===== config.mk =====
export PLATFORM = sky130hd
export DESIGN_NAME = pbc_regs
export DESIGN_NICKNAME = d
export VERILOG_FILES = /design/src/hdl/pbc_pkg.sv /design/src/hdl/pbc_regs.sv /design/src/hdl/pbc_idx_dec.sv
export SDC_FILE = /design/constraint.sdc
export NUM_CORES = 1
export LEC_CHECK = 0
export ABC_AREA = 1
export BUFFER_PORTS_ARGS = -buffer_cell sky130_fd_sc_hd__buf_2
export CORE_MARGIN = 1.5
export CORE_UTILIZATION = 41
export DETAILED_ROUTE_END_ITERATION = 12
export GPL_ROUTABILITY_DRIVEN = 0
export GPL_TIMING_DRIVEN = 0
export HOLD_SLACK_MARGIN = 0.12
export PLACE_DENSITY = 0.74
export SYNTH_ARGS = -nofsm -noshare
export SYNTH_HDL_FRONTEND = slang
export SYNTH_HIERARCHICAL = 1
export SYNTH_SLANG_ARGS = --single-unit

===== constraint.sdc =====
create_clock -name clk_i -period 1.1 [get_ports clk_i]
set_input_delay 0.055 -clock clk_i [delete_from_list [all_inputs] [get_ports clk_i]]
set_output_delay 0.055 -clock clk_i [all_outputs]
set_load 0.1 [all_outputs]

===== src/hdl/pbc_pkg.sv =====
// package for the phy basic control register bank
// Behaviour
// - PHY registers are reached only by index through the MAC management access path.
// - Index decoder selects 0,1,2,3,4,5,6,17,18,27,29,30,31 as documented registers.
// - Soft-reset-kept fields survive only the bit 15 reset; other resets clear them. The code keeps no field through the bit 15 reset.
// - Writing 1 to bit 15 starts soft reset; the bit clears itself.
// - Bit 14 set selects loopback, clear gives normal operation.
// - Bit 13 forces speed 100/10, ignored while auto-negotiation is enabled.
// - Bit 12 enables auto-negotiation, overriding forced speed and duplex.
// - Bit 11 set powers down; clearing returns to normal, then negotiation may run.
// - Auto-negotiation finishing after power-down sets basic status bit 5.
// - Writing 1 to bit 9 restarts auto-negotiation; the bit clears itself.
// - Bit 8 forces full or half duplex, ignored while auto-negotiation enabled.
// - Bit 7 enables the collision signal test.
// - Speed and auto-negotiation enable reset from the speed strap; others reset 0.
// - Basic status bit 5 reads 1 once auto-negotiation completed, else 0.
package pbc_pkg;
	localparam int IDX_W = 5;
	localparam int DATA_W = 16;
	localparam logic [4:0] IDX_BCR = 5'h00;
	localparam logic [4:0] IDX_BSR = 5'h01;
	localparam logic [4:0] IDX_ID1 = 5'h02;
	localparam logic [4:0] IDX_ID2 = 5'h03;
	localparam logic [4:0] IDX_ANADV = 5'h04;
	localparam logic [4:0] IDX_ANLPA = 5'h05;
	localparam logic [4:0] IDX_ANEXP = 5'h06;
	localparam logic [4:0] IDX_MCSR = 5'h11;
	localparam logic [4:0] IDX_SMODE = 5'h12;
	localparam logic [4:0] IDX_SCSI = 5'h1B;
	localparam logic [4:0] IDX_ISRC = 5'h1D;
	localparam logic [4:0] IDX_IMSK = 5'h1E;
	localparam logic [4:0] IDX_SCS = 5'h1F;
	localparam int BIT_RST = 15;
	localparam int BIT_LOOP = 14;
	localparam int BIT_SPEED = 13;
	localparam int BIT_ANEN = 12;
	localparam int BIT_PDN = 11;
	localparam int BIT_ANRST = 9;
	localparam int BIT_DUPLEX = 8;
	localparam int BIT_COLT = 7;
	localparam int BIT_ANDONE = 5;
	// writable storage bits: 14,13,12,11,8,7
	localparam logic [15:0] BCR_WMASK = 16'h7980;
	localparam logic [15:0] BCR_RESET = 16'h0000;
	// soft reset pulse length in clocks
	localparam int SRST_CYC = 4;
	// indexed access request from the management path
	typedef struct packed {
		logic wr;
		logic rd;
		logic [4:0] idx;
		logic [15:0] wdata;
	} pbc_req_t;
	// control outputs to the PHY core
	typedef struct packed {
		logic loopback;
		logic speed_100;
		logic an_enable;
		logic power_down;
		logic full_duplex;
		logic col_test;
		logic an_restart;
		logic soft_reset;
	} pbc_ctl_t;
endpackage


===== src/hdl/pbc_regs.sv =====
`timescale 1ns/1ps
// phy basic control register and indexed read path
module pbc_regs (
	input wire logic clk_i,
	input wire logic rst_i,
	input wire pbc_pkg::pbc_req_t req_i,
	input wire logic speed_strap_i,
	input wire logic an_complete_i,
	output logic [15:0] rdata_o,
	output logic rvalid_o,
	output logic hit_o,
	output pbc_pkg::pbc_ctl_t ctl_o
);
	import pbc_pkg::*;

	logic strap_s1_r;
	logic strap_s2_r;
	logic an_s1_r;
	logic an_s2_r;
	logic [15:0] bcr_r;
	logic [15:0] bcr_nxt;
	logic [2:0] srst_cnt_r;
	logic anrst_r;
	logic loaded_r;
	logic [15:0] rdata_r;
	logic rvalid_r;
	logic is_bcr;
	logic is_bsr;
	logic mapped;
	logic wr_bcr;
	logic start_srst;
	logic [15:0] bcr_rd;
	logic [15:0] bsr_rd;

	pbc_idx_dec u_dec (
		.idx_i(req_i.idx),
		.is_bcr_o(is_bcr),
		.is_bsr_o(is_bsr),
		.mapped_o(mapped)
	);

	// strap stages carry no reset, so they already hold the pin level when reset lets go
	always_ff @(posedge clk_i) begin
		strap_s1_r <= speed_strap_i;
		strap_s2_r <= strap_s1_r;
	end

	// completion flag comes from outside this clock; two stages
	always_ff @(posedge clk_i or posedge rst_i) begin
		if (rst_i) begin
			an_s1_r <= 1'b0;
			an_s2_r <= 1'b0;
		end else begin
			an_s1_r <= an_complete_i;
			an_s2_r <= an_s1_r;
		end
	end

	// only the bank's indexed port writes the control word, never a memory-mapped bus
	assign wr_bcr = req_i.wr & is_bcr;
	assign start_srst = wr_bcr & req_i.wdata[BIT_RST];

	// write merges only the writable bits, reserved bits stay zero
	assign bcr_nxt = (req_i.wdata & BCR_WMASK) | BCR_RESET;

	// read views: bit 15 and bit 9 show the self-clearing actions in progress
	assign bcr_rd = {(srst_cnt_r != 3'h0), bcr_r[14:10], anrst_r, bcr_r[8:0]} & 16'hFB80;
	assign bsr_rd = {10'h000, an_s2_r, 5'h00};

	// control word; hard reset clears everything, strap is captured after release
	always_ff @(posedge clk_i or posedge rst_i) begin
		if (rst_i) begin
			bcr_r <= BCR_RESET;
			loaded_r <= 1'b0;
		end else if (!loaded_r) begin
			// strap is caught by a clocked load once the synchroniser has settled
			bcr_r <= BCR_RESET;
			bcr_r[BIT_SPEED] <= strap_s2_r;
			bcr_r[BIT_ANEN] <= strap_s2_r;
			loaded_r <= 1'b1;
		end else if (start_srst) begin
			// soft reset restores defaults; no field here is kept through it
			bcr_r <= BCR_RESET;
			bcr_r[BIT_SPEED] <= strap_s2_r;
			bcr_r[BIT_ANEN] <= strap_s2_r;
		end else if (srst_cnt_r != 3'h0) begin
			bcr_r <= bcr_r; // writes during soft reset are dropped, except one with bit 15 set, which restarts it
		end else if (wr_bcr) begin
			bcr_r <= bcr_nxt;
		end
	end

	// self-clearing soft reset counter and auto-negotiation restart pulse
	always_ff @(posedge clk_i or posedge rst_i) begin
		if (rst_i) begin
			srst_cnt_r <= 3'h0;
			anrst_r <= 1'b0;
		end else begin
			if (start_srst)
				srst_cnt_r <= 3'(SRST_CYC);
			else if (srst_cnt_r != 3'h0)
				srst_cnt_r <= srst_cnt_r - 3'h1;
			// a restart written while soft reset runs is dropped like the rest of that write
			anrst_r <= wr_bcr & req_i.wdata[BIT_ANRST] & !start_srst & (srst_cnt_r == 3'h0);
		end
	end

	// read data registered one cycle after the request; unmapped reads zero
	always_ff @(posedge clk_i or posedge rst_i) begin
		if (rst_i) begin
			rdata_r <= 16'h0000;
			rvalid_r <= 1'b0;
		end else begin
			rvalid_r <= req_i.rd;
			if (req_i.rd)
				rdata_r <= is_bcr ? bcr_rd : (is_bsr ? bsr_rd : 16'h0000);
		end
	end

	assign rdata_o = rdata_r;
	assign rvalid_o = rvalid_r;
	assign hit_o = mapped;

	// forced speed and duplex only matter with negotiation off
	assign ctl_o.loopback = bcr_r[BIT_LOOP];
	assign ctl_o.speed_100 = bcr_r[BIT_ANEN] ? 1'b1 : bcr_r[BIT_SPEED];
	assign ctl_o.an_enable = bcr_r[BIT_ANEN];
	assign ctl_o.power_down = bcr_r[BIT_PDN];
	assign ctl_o.full_duplex = bcr_r[BIT_ANEN] ? 1'b1 : bcr_r[BIT_DUPLEX];
	assign ctl_o.col_test = bcr_r[BIT_COLT];
	assign ctl_o.an_restart = anrst_r;
	assign ctl_o.soft_reset = (srst_cnt_r != 3'h0);
endmodule


===== src/hdl/pbc_idx_dec.sv =====
`timescale 1ns/1ps
// index decoder for the phy register set
module pbc_idx_dec (
	input wire logic [4:0] idx_i,
	output logic is_bcr_o,
	output logic is_bsr_o,
	output logic mapped_o
);
	import pbc_pkg::*;
	// documented index map, everything else unmapped
	assign is_bcr_o = (idx_i == IDX_BCR);
	assign is_bsr_o = (idx_i == IDX_BSR);
	assign mapped_o = (idx_i <= IDX_ANEXP) || (idx_i == IDX_MCSR) || (idx_i == IDX_SMODE) ||
		(idx_i == IDX_SCSI) || (idx_i == IDX_ISRC) || (idx_i == IDX_IMSK) || (idx_i == IDX_SCS);
endmodule


==> results_dict.tcl, run 1 <==
set metrics [dict create \
    stdcell_area_um2 1893 \
    num_vias 1106 \
    dp.final_hpwl_um 1871 \
    clk_pin_slew_ns 0.13 \
    finalCritPeriodShare_pct 117.1 \
    critPathMaxFanout 4 \
    drc_errors 0 \
    io_buffers 37 \
    wl_per_cell_um 12.31 \
    cp-start-kind "flop" \
    dr.pass1.iters 6 \
    worst_pin_slew_ns 0.8637 \
    cts.path.max_buffers 2 \
    clock_latency_ns 0.31 \
    initial_utilization_pct 43.33 \
    netlist_instances 134 \
    yosysSeqAreaShare_pct 51.52 \
    cts_buffers 3 \
    synth-async-reset-ratio_pct 92.00 \
    ant_nets 0 \
    worstSetupPathType "flop to flop" \
    power_density_nw_per_um2 1493 \
    fin_skew_ns 0.005254 \
    grt_overflow 0 \
    hold_class "input port to async pin" \
    finalSetupViolCount 12 \
    grt_pass1_vias 1134 \
    chipHeight_um 56.99 \
    drive_above_1_share_pct 44.61 \
    area_delta_synth_final_pct 58.43 \
    slew_headroom_pct 42.36 \
    root_buffer "clkbuf_4" \
    utilization_pct 68.65 \
    endpoint_kind "flop" \
    dp_cells 208 \
    leakage_nw 0.9510 \
    die_w_um 56.99 \
    synth-seq-cells 25 \
    required_ns 1.35 \
    cts-hold-fix-buffers 16 \
    max-vdd-ir-drop_v 0.001676 \
    layout_common_cells "buf_4, nand2_1, buf_2" \
    drt_iter0_markers 18 \
    instances_no_fill 235 \
    status "finished, violations left" \
    drv_slew 0 \
    holdWs_ns -0.1008 \
    antenna_found_initial 0 \
    nets 234 \
    cts_tree "built" \
    htree_num_levels 1 \
    post_dp_cell_area_um2 1486 \
    syn_avg_cell_area_um2 8.917 \
    yosys_warnings 6 \
    fin_crit_ns 1.288 \
    cp.arrival_ns 1.54 \
    grt_max_degree 24 \
    grt_use_total_pct 17.78 \
    grt_pass1_wl_um 4560 \
    nFillCells 211 \
    num_rows 19 \
    die_area_um2 3247 \
    rsz0062_at_grt "true" \
    setup_slack_ns -0.1882 \
    place_ws_ns -0.3897 \
    synthFlopType "dfrtp_1" \
    netlist_area_um2 1195 \
    fmax_mhz 776.3 \
    synth.distinct_cells 24 \
    io_pins 53 \
    via_per_inst 4.706 \
    synth_edf_count 0 \
    clock_sinks 25 \
    maxCapViolCount 0 \
    finalHoldViolCount 23 \
    diodes 0 \
    final_common_cell "buf_4" \
    wirelength_um 2893 \
    core_area_um2 2758 \
    violations "negative hold slack, negative setup slack" \
]
## logic make-up after synthesis
kind of cell             after synthesis  synth area share [%]
other                                  2                0.6285
flip-flops                            25                 51.52
AND/OR/NAND/NOR                       52                 21.99
XOR/XNOR                               1                0.7331
AO/OA/AOI/OAI                         17                 7.853
adder cells (fa/ha/maj)                2                 2.094
buffers and inverters                 35                 15.18
## metal layers
layer	share of wire (%)	vias up	GRT usage, %
li1	-	542	-
met1	39	523	18.88
met2	56	37	34.48
met3	4.2	4	2.494
met4	1.5	0	7.641
met5	0	-	0
## cell type report
cell class                      instances  area [um^2]  share of cell area, %
Timing Repair Buffer                   63        563.0                  29.74
Multi-Input combinational cell         80        475.5                  25.12
Buffer                                 11        83.83                  4.428
Inverter                               21        78.83                  4.164
Clock buffer                            4        26.28                  1.388
Sequential cell                        25        626.9                  33.11
Tap cell                               31        38.79                  2.049
## final timing paths
| path | from | to | slack, ns | cells past startpoint |
|---|---|---|---|---|
| hold / removal | rst_i | srst_cnt_r[2]$_DFFE_PP0P_ | -0.10 | 2 |
| setup / recovery | srst_cnt_r[1]$_DFFE_PP0P_ | bcr_r[8]$_DFFE_PP0P_ | -0.19 | 8 |
| hold reg to reg | strap_s1_r$_DFF_P_ | strap_s2_r$_DFF_P_ | 0.34 | 0 |
| max in group asynchronous | rst_i | rdata_o[13]$_DFFE_PP0P_ | 0.61 | 2 |
| setup reg to reg | srst_cnt_r[1]$_DFFE_PP0P_ | bcr_r[8]$_DFFE_PP0P_ | -0.19 | 8 |
| min in group clk_i | req_i[20] | rdata_o[14]$_DFFE_PP0P_ | 0.15 | 4 |
## flip-flops by register name, summed over array words and instances (netlist names)
signal / flops
rdata_o: 9
bcr_r: 6
srst_cnt_r: 3
an_s1_r: 1
an_s2_r: 1
anrst_r: 1
loaded_r: 1
rvalid_o: 1
strap_s1_r: 1
strap_s2_r: 1
## per-stage QoR
stage,hold WS (ns),setup TNS [ns],power [W]
floorplan,0.05629,-0.2417,0.001923
global placement,0.1590,-4.028,0.002033
detailed placement,0.1622,-4.230,0.002084
CTS,-0.07230,-1.420,0.002714
global route,-0.03530,-2.082,0.002976
finish,-0.1008,-1.530,0.002826
## Yosys cell counts, types with 2 or more instances
cell type | count | area [um^2]
conb_1 | 2 | 7.510
ha_1 | 2 | 25.02
nand3_1 | 13 | 65.06
nand2_1 | 23 | 86.33
o22ai_1 | 4 | 25.02
o21ai_0 | 8 | 40.04
inv_1 | 20 | 75.07
nand2_2 | 2 | 12.51
nor2_1 | 5 | 18.77
dfxtp_1 | 2 | 40.04
buf_4 | 13 | 97.59
dfrtp_1 | 23 | 575.6
a21oi_1 | 3 | 15.01
nor2_4 | 2 | 22.52
nand3b_1 | 3 | 22.52
## report_power, final
part / internal, W / switching [W] / leakage (nW)
Combinational: 0.000537 / 0.000823 / 0.634
Clock: 0.000141 / 0.000256 / 0.0150
Sequential: 0.00100 / 0.0000645 / 0.302
## worst max-delay path: stages, from the launching register on
cell     delay (ns)
dfrtp_1        0.41
inv_2          0.09
ha_4           0.17
inv_2          0.05
nor2_4         0.13
nand2_4        0.08
nor2_4         0.13
nand3_1        0.09
nand2_1        0.08
## timing repair
item / 4_1_cts / 5_1_grt
gates resized for setup: 36 / 15
setup buffers: 6 / 4
hold endpoints to repair: 37 / 23
endpoints found under the setup margin: 26 / 24
cloned: 0 / 0
pin swaps: 3 / 6
No activity file was read; power rests on OpenSTA's default activity.
==> run 2, diff against run 1 <==
- CORE_UTILIZATION: 41 -> 42
- GPL_ROUTABILITY_DRIVEN: 0 -> not set
- MAX_ROUTING_LAYER: not set -> met4
- PLACE_DENSITY: 0.74 -> 0.75
- SYNTH_HIERARCHICAL: 1 -> not set
==> run 2 against run 1 <==
  * The flow still finishes with violations (negative hold slack, negative setup slack)
  * Die area hardly changed
  * Wire length fell by 4.9%
  * Count of clock-buffer cells in the layout unchanged
  * Largest cell class unchanged
  * Sequential power hardly changed
  * Non-clock buffer count rose by 3
  * Flip-flop and latch count is the same
  * Setup slack gained 0.0042 ns
  * Register-to-register slack better by 0.03 ns
  * Core utilization rose by 3.3 points
  * Via count is 0.18% lower
==> results_dict.tcl, run 2 <==
set metrics [dict create \
    cp.arrival_ns 1.23 \
    worst_pin_slew_ns 0.8893 \
    grt_overflow 0 \
    path_buf_inv 2 \
    cp.depth 4 \
    power.switching_w 0.001201 \
    worstSetupPathType "flop to primary output" \
    clk_pin_slew_ns 0.13 \
    fin_skew_ns 0.006338 \
    synth_area_leader_cell "dfrtp_1" \
    synth_edf_count 0 \
    fmax_mhz 778.8 \
    holdWs_ns -0.09161 \
    critPathMaxStageDelay_ns 0.42 \
    intPower_w 0.001763 \
    synth-async-reset-ratio_pct 92.00 \
    synthFlopType "dfrtp_1" \
    yosysSeqAreaShare_pct 50.26 \
    clock_sinks 25 \
    drive_above_1_share_pct 48.04 \
    finalCritPeriodShare_pct 116.7 \
    rr_endpoint "bcr_r[14]$_DFFE_PP0P_" \
    grt_pass1_vias 1121 \
    met2WireLength_um 1508 \
    setup_slack_ns -0.1840 \
    cp-start-kind "flop" \
    crit_chain "inv_2 > ha_4 > nand2_8 > buf_12" \
    wirelength_um 2752 \
    via_per_inst 4.698 \
    synth_area_leaders "dfrtp_1, nand2_1, buf_4" \
    cts.path.max_buffers 2 \
    finalHoldViolCount 23 \
    power_frac_comb_pct 50.9 \
    slew_headroom_pct 40.65 \
    dr_wl_met3_um 136 \
    endpoint_kind "primary output" \
    grt_use_total_pct 18.23 \
    htree_num_levels 1 \
    syn_avg_cell_area_um2 9.351 \
    required_ns 1.04 \
    stdcell_area_um2 1983 \
    tns_ns -1.481 \
    critPathMaxFanout 4 \
    nFillCells 198 \
    synth.distinct_cells 25 \
    die_w_um 57.01 \
    power_density_nw_per_um2 1495 \
    synth.top_cell.area_share_pct 46.99 \
    clock_latency_ns 0.31 \
    drt_iter0_markers 24 \
    ant_nets 0 \
    maxCapViolCount 0 \
    leakage_nw 0.9960 \
    fin_crit_ns 1.284 \
    grt_max_degree 24 \
    status "finished, violations left" \
    cts_buffers 3 \
    max-vdd-ir-drop_v 0.001627 \
    rsz0062_at_grt "true" \
    utilization_pct 71.91 \
    gp_congestion 0.8010 \
    io_buffers 37 \
    critPathTopFamily "flip-flops" \
    p_clk_share_pct 13.6 \
    area_delta_synth_final_pct 61.90 \
    diodes 0 \
    chipHeight_um 57.01 \
    wl_per_cell_um 11.71 \
    root_buffer "clkbuf_4" \
    sw_frac_of_total_pct 40.51 \
    nets 234 \
    layout_common_cells "buf_4, nand2_1, buf_2" \
    antenna_found_initial 0 \
    cts_tree "built" \
    die_area_um2 3250 \
    dp.final_hpwl_um 1763 \
    ff2ff_path_depth 9 \
    netlist_instances 131 \
    netlist_area_um2 1225 \
    io_pins 53 \
    yosys_warnings 0 \
    hold_class "input port to async pin" \
    pwr-share-seq_pct 35.5 \
    final_common_cell "buf_4" \
    largest_reg_flops 9 \
    drc_errors 0 \
    num_vias 1104 \
    critPathSlowestCell "dfrtp_1" \
    r2r_start "srst_cnt_r[0]$_DFFE_PP0P_" \
    core_area_um2 2758 \
    yosysMostFrequentCell "nand2_1" \
    rrSetupSlack_ns -0.16 \
    met1Wirelength_um 1051 \
    num_rows 19 \
    initial_utilization_pct 44.42 \
    grt_pass1_wl_um 4616 \
    top_layer "met4" \
    dr.pass1.iters 4 \
    violations "negative hold slack, negative setup slack" \
    synth_common_cells "nand2_1, dfrtp_1, inv_1, nand3_1, buf_4" \
    post_dp_cell_area_um2 1524 \
    finalSetupViolCount 14 \
    synth-seq-cells 25 \
    drv_slew 0 \
]
==> run 2: cells by family (layout without fill, tap and decap cells) <==
| kind of cell | after synthesis | count (layout) | synth area share, % |
|---|---|---|---|
| AND/OR/NAND/NOR | 57 | 57 | 25.95 |
| AO/OA/AOI/OAI | 13 | 13 | 6.538 |
| adder cells (fa/ha/maj) | 2 | 2 | 2.043 |
| other | 2 | 8 | 0.6131 |
| flip-flops | 25 | 25 | 50.26 |
| XOR/XNOR | 2 | 2 | 1.430 |
| buffers and inverters | 30 | 97 | 13.18 |
==> run 2: power by group through the flow <==
| stage | clock network (W) | logic [W] | registers (W) |
|---|---|---|---|
| 6_report | 0.000402 | 0.00151 | 0.00105 |
| 5_1_grt | 0.000458 | 0.00161 | 0.00106 |
| 4_1_cts | 0.000419 | 0.00128 | 0.00105 |
| 3_5_place_dp | 0 | 0.00107 | 0.00106 |
| 3_3_place_gp | 0 | 0.00104 | 0.00106 |
| 2_1_floorplan | 0 | 0.000885 | 0.00109 |
==> run 2: how the worst max path moves through the flow <==
stage          slack [ns]                    end                      start
2_1_floorplan       -0.18  bcr_r[12]$_DFFE_PP0P_  srst_cnt_r[0]$_DFFE_PP0P_
3_3_place_gp        -0.09  bcr_r[11]$_DFFE_PP0P_  srst_cnt_r[0]$_DFFE_PP0P_
3_5_place_dp        -0.16  bcr_r[14]$_DFFE_PP0P_  srst_cnt_r[0]$_DFFE_PP0P_
4_1_cts             -0.17  bcr_r[14]$_DFFE_PP0P_  srst_cnt_r[0]$_DFFE_PP0P_
5_1_grt             -0.25  bcr_r[14]$_DFFE_PP0P_  srst_cnt_r[0]$_DFFE_PP0P_
6_report            -0.18               ctl_o[0]  srst_cnt_r[0]$_DFFE_PP0P_
==> run 2: through the flow <==
step	power, W	instances	worst slack [ns]
2_1_floorplan	0.001973	137	-0.1779
3_3_place_gp	0.002099	205	-0.08937
3_5_place_dp	0.002136	205	-0.1587
4_1_cts	0.002744	231	-0.1680
5_1_grt	0.003127	235	-0.2482
6_report	0.002964	235	-0.1840
==> run 2: per-layer routing <==
layer / up-vias / track usage, %
met5: - / -
met4: 0 / 5.648
met3: 7 / 2.721
met2: 39 / 33.50
met1: 516 / 20.18
li1: 542 / -
==> run 2: area by class of cell <==
class,count,area (um^2),share of cell area [%]
Sequential cell,25,626.9,31.61
Inverter,16,70.07,3.533
Clock buffer,4,26.28,1.325
Buffer,10,73.82,3.722
Tap cell,31,38.79,1.956
Multi-Input combinational cell,82,540.5,27.26
Timing Repair Buffer,67,606.8,30.60
==> run 2: timing repair <==
item / CTS / global route
pin swaps: 1 / 5
endpoints found under the setup margin: 27 / 27
hold buffers: 17 / 2
buffers inserted: 5 / 7
resized for setup: 36 / 22
hold endpoints to repair: 41 / 29
==> run 3, diff against run 2 <==
- CELL_PAD_IN_SITES_DETAIL_PLACEMENT: not set -> 0
- CELL_PAD_IN_SITES_GLOBAL_PLACEMENT: not set -> 1
- CORE_UTILIZATION: 42 -> 30
- PLACE_DENSITY: 0.75 -> not set
- PLACE_DENSITY_LB_ADDON: not set -> 0.1
==> run 3 against run 2 <==
  * Non-clock buffer count down 7
  * Via count down 8.3%
  * Highest routed layer unchanged
  * Power down 0.67%
  * Design area down 4.4%
  * Core utilization down 24 points
  * Setup slack better by 0.025 ns
  * Critical path depth up 2
  * First-iteration DRC count up 120%
  * Clock power up 35%
  * Sequential power about the same
  * Critical path type is now flop to flop
  * The run still ends with negative hold slack, negative setup slack left
  * Register-to-register slack about the same
==> results_dict.tcl, run 3 (synthesized netlist as in run 2, its figures left out) <==
set metrics [dict create \
    crit_top_cell "buf_4" \
    largest_reg_flops 9 \
    fin_skew_ns 0.006792 \
    dp.final_hpwl_um 1877 \
    htree_num_levels 1 \
    die_w_um 66.90 \
    max-vdd-ir-drop_v 0.001382 \
    chipHeight_um 66.90 \
    setup_slack_ns -0.1590 \
    clock_sinks 25 \
    met1Wirelength_um 1201 \
    nets 227 \
    num_rows 23 \
    grt_pass1_wl_um 4623 \
    cts_buffers 3 \
    rsz0062_at_grt "true" \
    power_density_nw_per_um2 1552 \
    area_delta_synth_final_pct 54.85 \
    ant_nets 0 \
    wirelength_um 2664 \
    die_area_um2 4476 \
    cp-start-kind "flop" \
    grt_use_total_pct 14.23 \
    core_area_um2 3971 \
    utilization_pct 47.76 \
    gp_congestion 0.6870 \
    nFillCells 411 \
    multiInputGateArea_um2 538.0 \
    top_layer "met4" \
    dr.pass1.iters 3 \
    fin_crit_ns 1.259 \
    grt_pass1_vias 1004 \
    grt_max_degree 24 \
    drt_iter0_markers 52 \
    dr_wl_met3_um 119 \
    critPathSlowestCell "dfrtp_1" \
    stdcell_area_um2 1897 \
    clock_latency_ns 0.27 \
    fmax_mhz 794.3 \
    io_buffers 37 \
    final_common_cell "buf_4" \
    maxCapViolCount 0 \
    antenna_found_initial 0 \
    tns_ns -1.443 \
    initial_utilization_pct 30.84 \
    cts.path.max_buffers 2 \
    diodes 0 \
    clk_pin_slew_ns 0.09 \
    io_pins 53 \
    cts_tree "built" \
    worstSetupPathType "flop to flop" \
    violations "negative hold slack, negative setup slack" \
    status "finished, violations left" \
    cp.arrival_ns 1.42 \
    grt_overflow 0 \
    holdWs_ns -0.03873 \
    finalCritPeriodShare_pct 114.5 \
    drc_errors 0 \
    critPathMaxFanout 2 \
    finalHoldViolCount 23 \
    cts-hold-fix-buffers 13 \
    endpoint_kind "flop" \
    root_buffer "clkbuf_8" \
    drv_slew 0 \
    wl_per_cell_um 10.79 \
    hold_class "input port to async pin" \
    worst_pin_slew_ns 0.8999 \
    crit_chain "inv_2 > buf_4 > buf_4 > ha_2 > xnor2_1 > o21ai_1" \
    required_ns 1.26 \
    leakage_nw 0.9507 \
    num_vias 1012 \
    via_per_inst 4.097 \
    power_w 0.002945 \
    finalSetupViolCount 12 \
    critPathMaxStageDelay_ns 0.38 \
    seq_area_um2 626.9 \
    met2WireLength_um 1304 \
    post_dp_cell_area_um2 1548 \
    slew_headroom_pct 39.94 \
    drive_above_1_share_pct 48.73 \
    layout_common_cells "buf_4, nand2_1, buf_2" \
]
-- run 3: cell types whose count changed in the layout (fill, tap and decap cells not counted), moves of 2 or more --
| cell | change |
|---|---|
| buf_12 | -6 |
| nor2_1 | +2 |
| dlygate4sd3_1 | -5 |
| nand2_2 | -2 |
| nor2_2 | -2 |
| nand2_1 | +2 |
| clkbuf_4 | -2 |
| clkbuf_8 | +3 |
| buf_6 | +4 |
-- run 3: final timing paths --
path | from | endpoint | slack (ns) | cells after the start
setup / recovery | srst_cnt_r[0]$_DFFE_PP0P_ | srst_cnt_r[2]$_DFFE_PP0P_ | -0.16 | 6
hold / removal | rst_i | an_s2_r$_DFF_PP0_ | -0.04 | 2
setup reg to reg | srst_cnt_r[0]$_DFFE_PP0P_ | srst_cnt_r[2]$_DFFE_PP0P_ | -0.16 | 6
hold reg to reg | strap_s1_r$_DFF_P_ | strap_s2_r$_DFF_P_ | 0.33 | 0
max in group asynchronous | rst_i | rdata_o[7]$_DFFE_PP0P_ | 0.51 | 2
min in group clk_i | req_i[19] | rdata_o[5]$_DFFE_PP0P_ | 0.13 | 4
-- run 3: where the power goes --
part | leakage [nW] | internal [W] | switching, W | total [W]
Clock | 0.0228 | 0.000259 | 0.000283 | 0.000542
Combinational | 0.624 | 0.000504 | 0.000847 | 0.00135
Sequential | 0.304 | 0.00100 | 0.0000502 | 0.00105
Total | 0.951 | 0.00176 | 0.00118 | 0.00294
-- run 3: timing repair --
item	CTS	global route
endpoints found under the setup margin	25	19
pin swaps	0	4
setup buffers	2	4
hold endpoints to repair	36	23
gates resized for setup	27	16
-- run 3: per-stage QoR --
stage	std cells	setup slack [ns]
floorplan	137	-0.1779
global placement	224	-0.1089
detailed placement	224	-0.1518
CTS	243	-0.1478
global route	247	-0.2261
finish	247	-0.1590
-- run 3: area by class of cell --
class	instances	area share (%)
Buffer	14	5.211
Multi-Input combinational cell	82	28.36
Clock buffer	4	2.375
Tap cell	50	3.298
Inverter	16	3.694
Sequential cell	25	33.05
Timing Repair Buffer	56	24.01
-- run 3: metal layers --
layer  vias up  global-route usage [%]
met5         -                       -
met4         0                   5.357
met3         5                   3.041
met2        25                   23.50
met1       455                   17.05
li1        527                       -
-- run 3: critical path, delay by kind of cell (launching register included) --
kind / cells / cell delay (ns)
flops: 1 / 0.38
buf+inv: 3 / 0.33
xor+xnor: 1 / 0.18
fa+ha+maj: 1 / 0.17
compound gates: 1 / 0.09
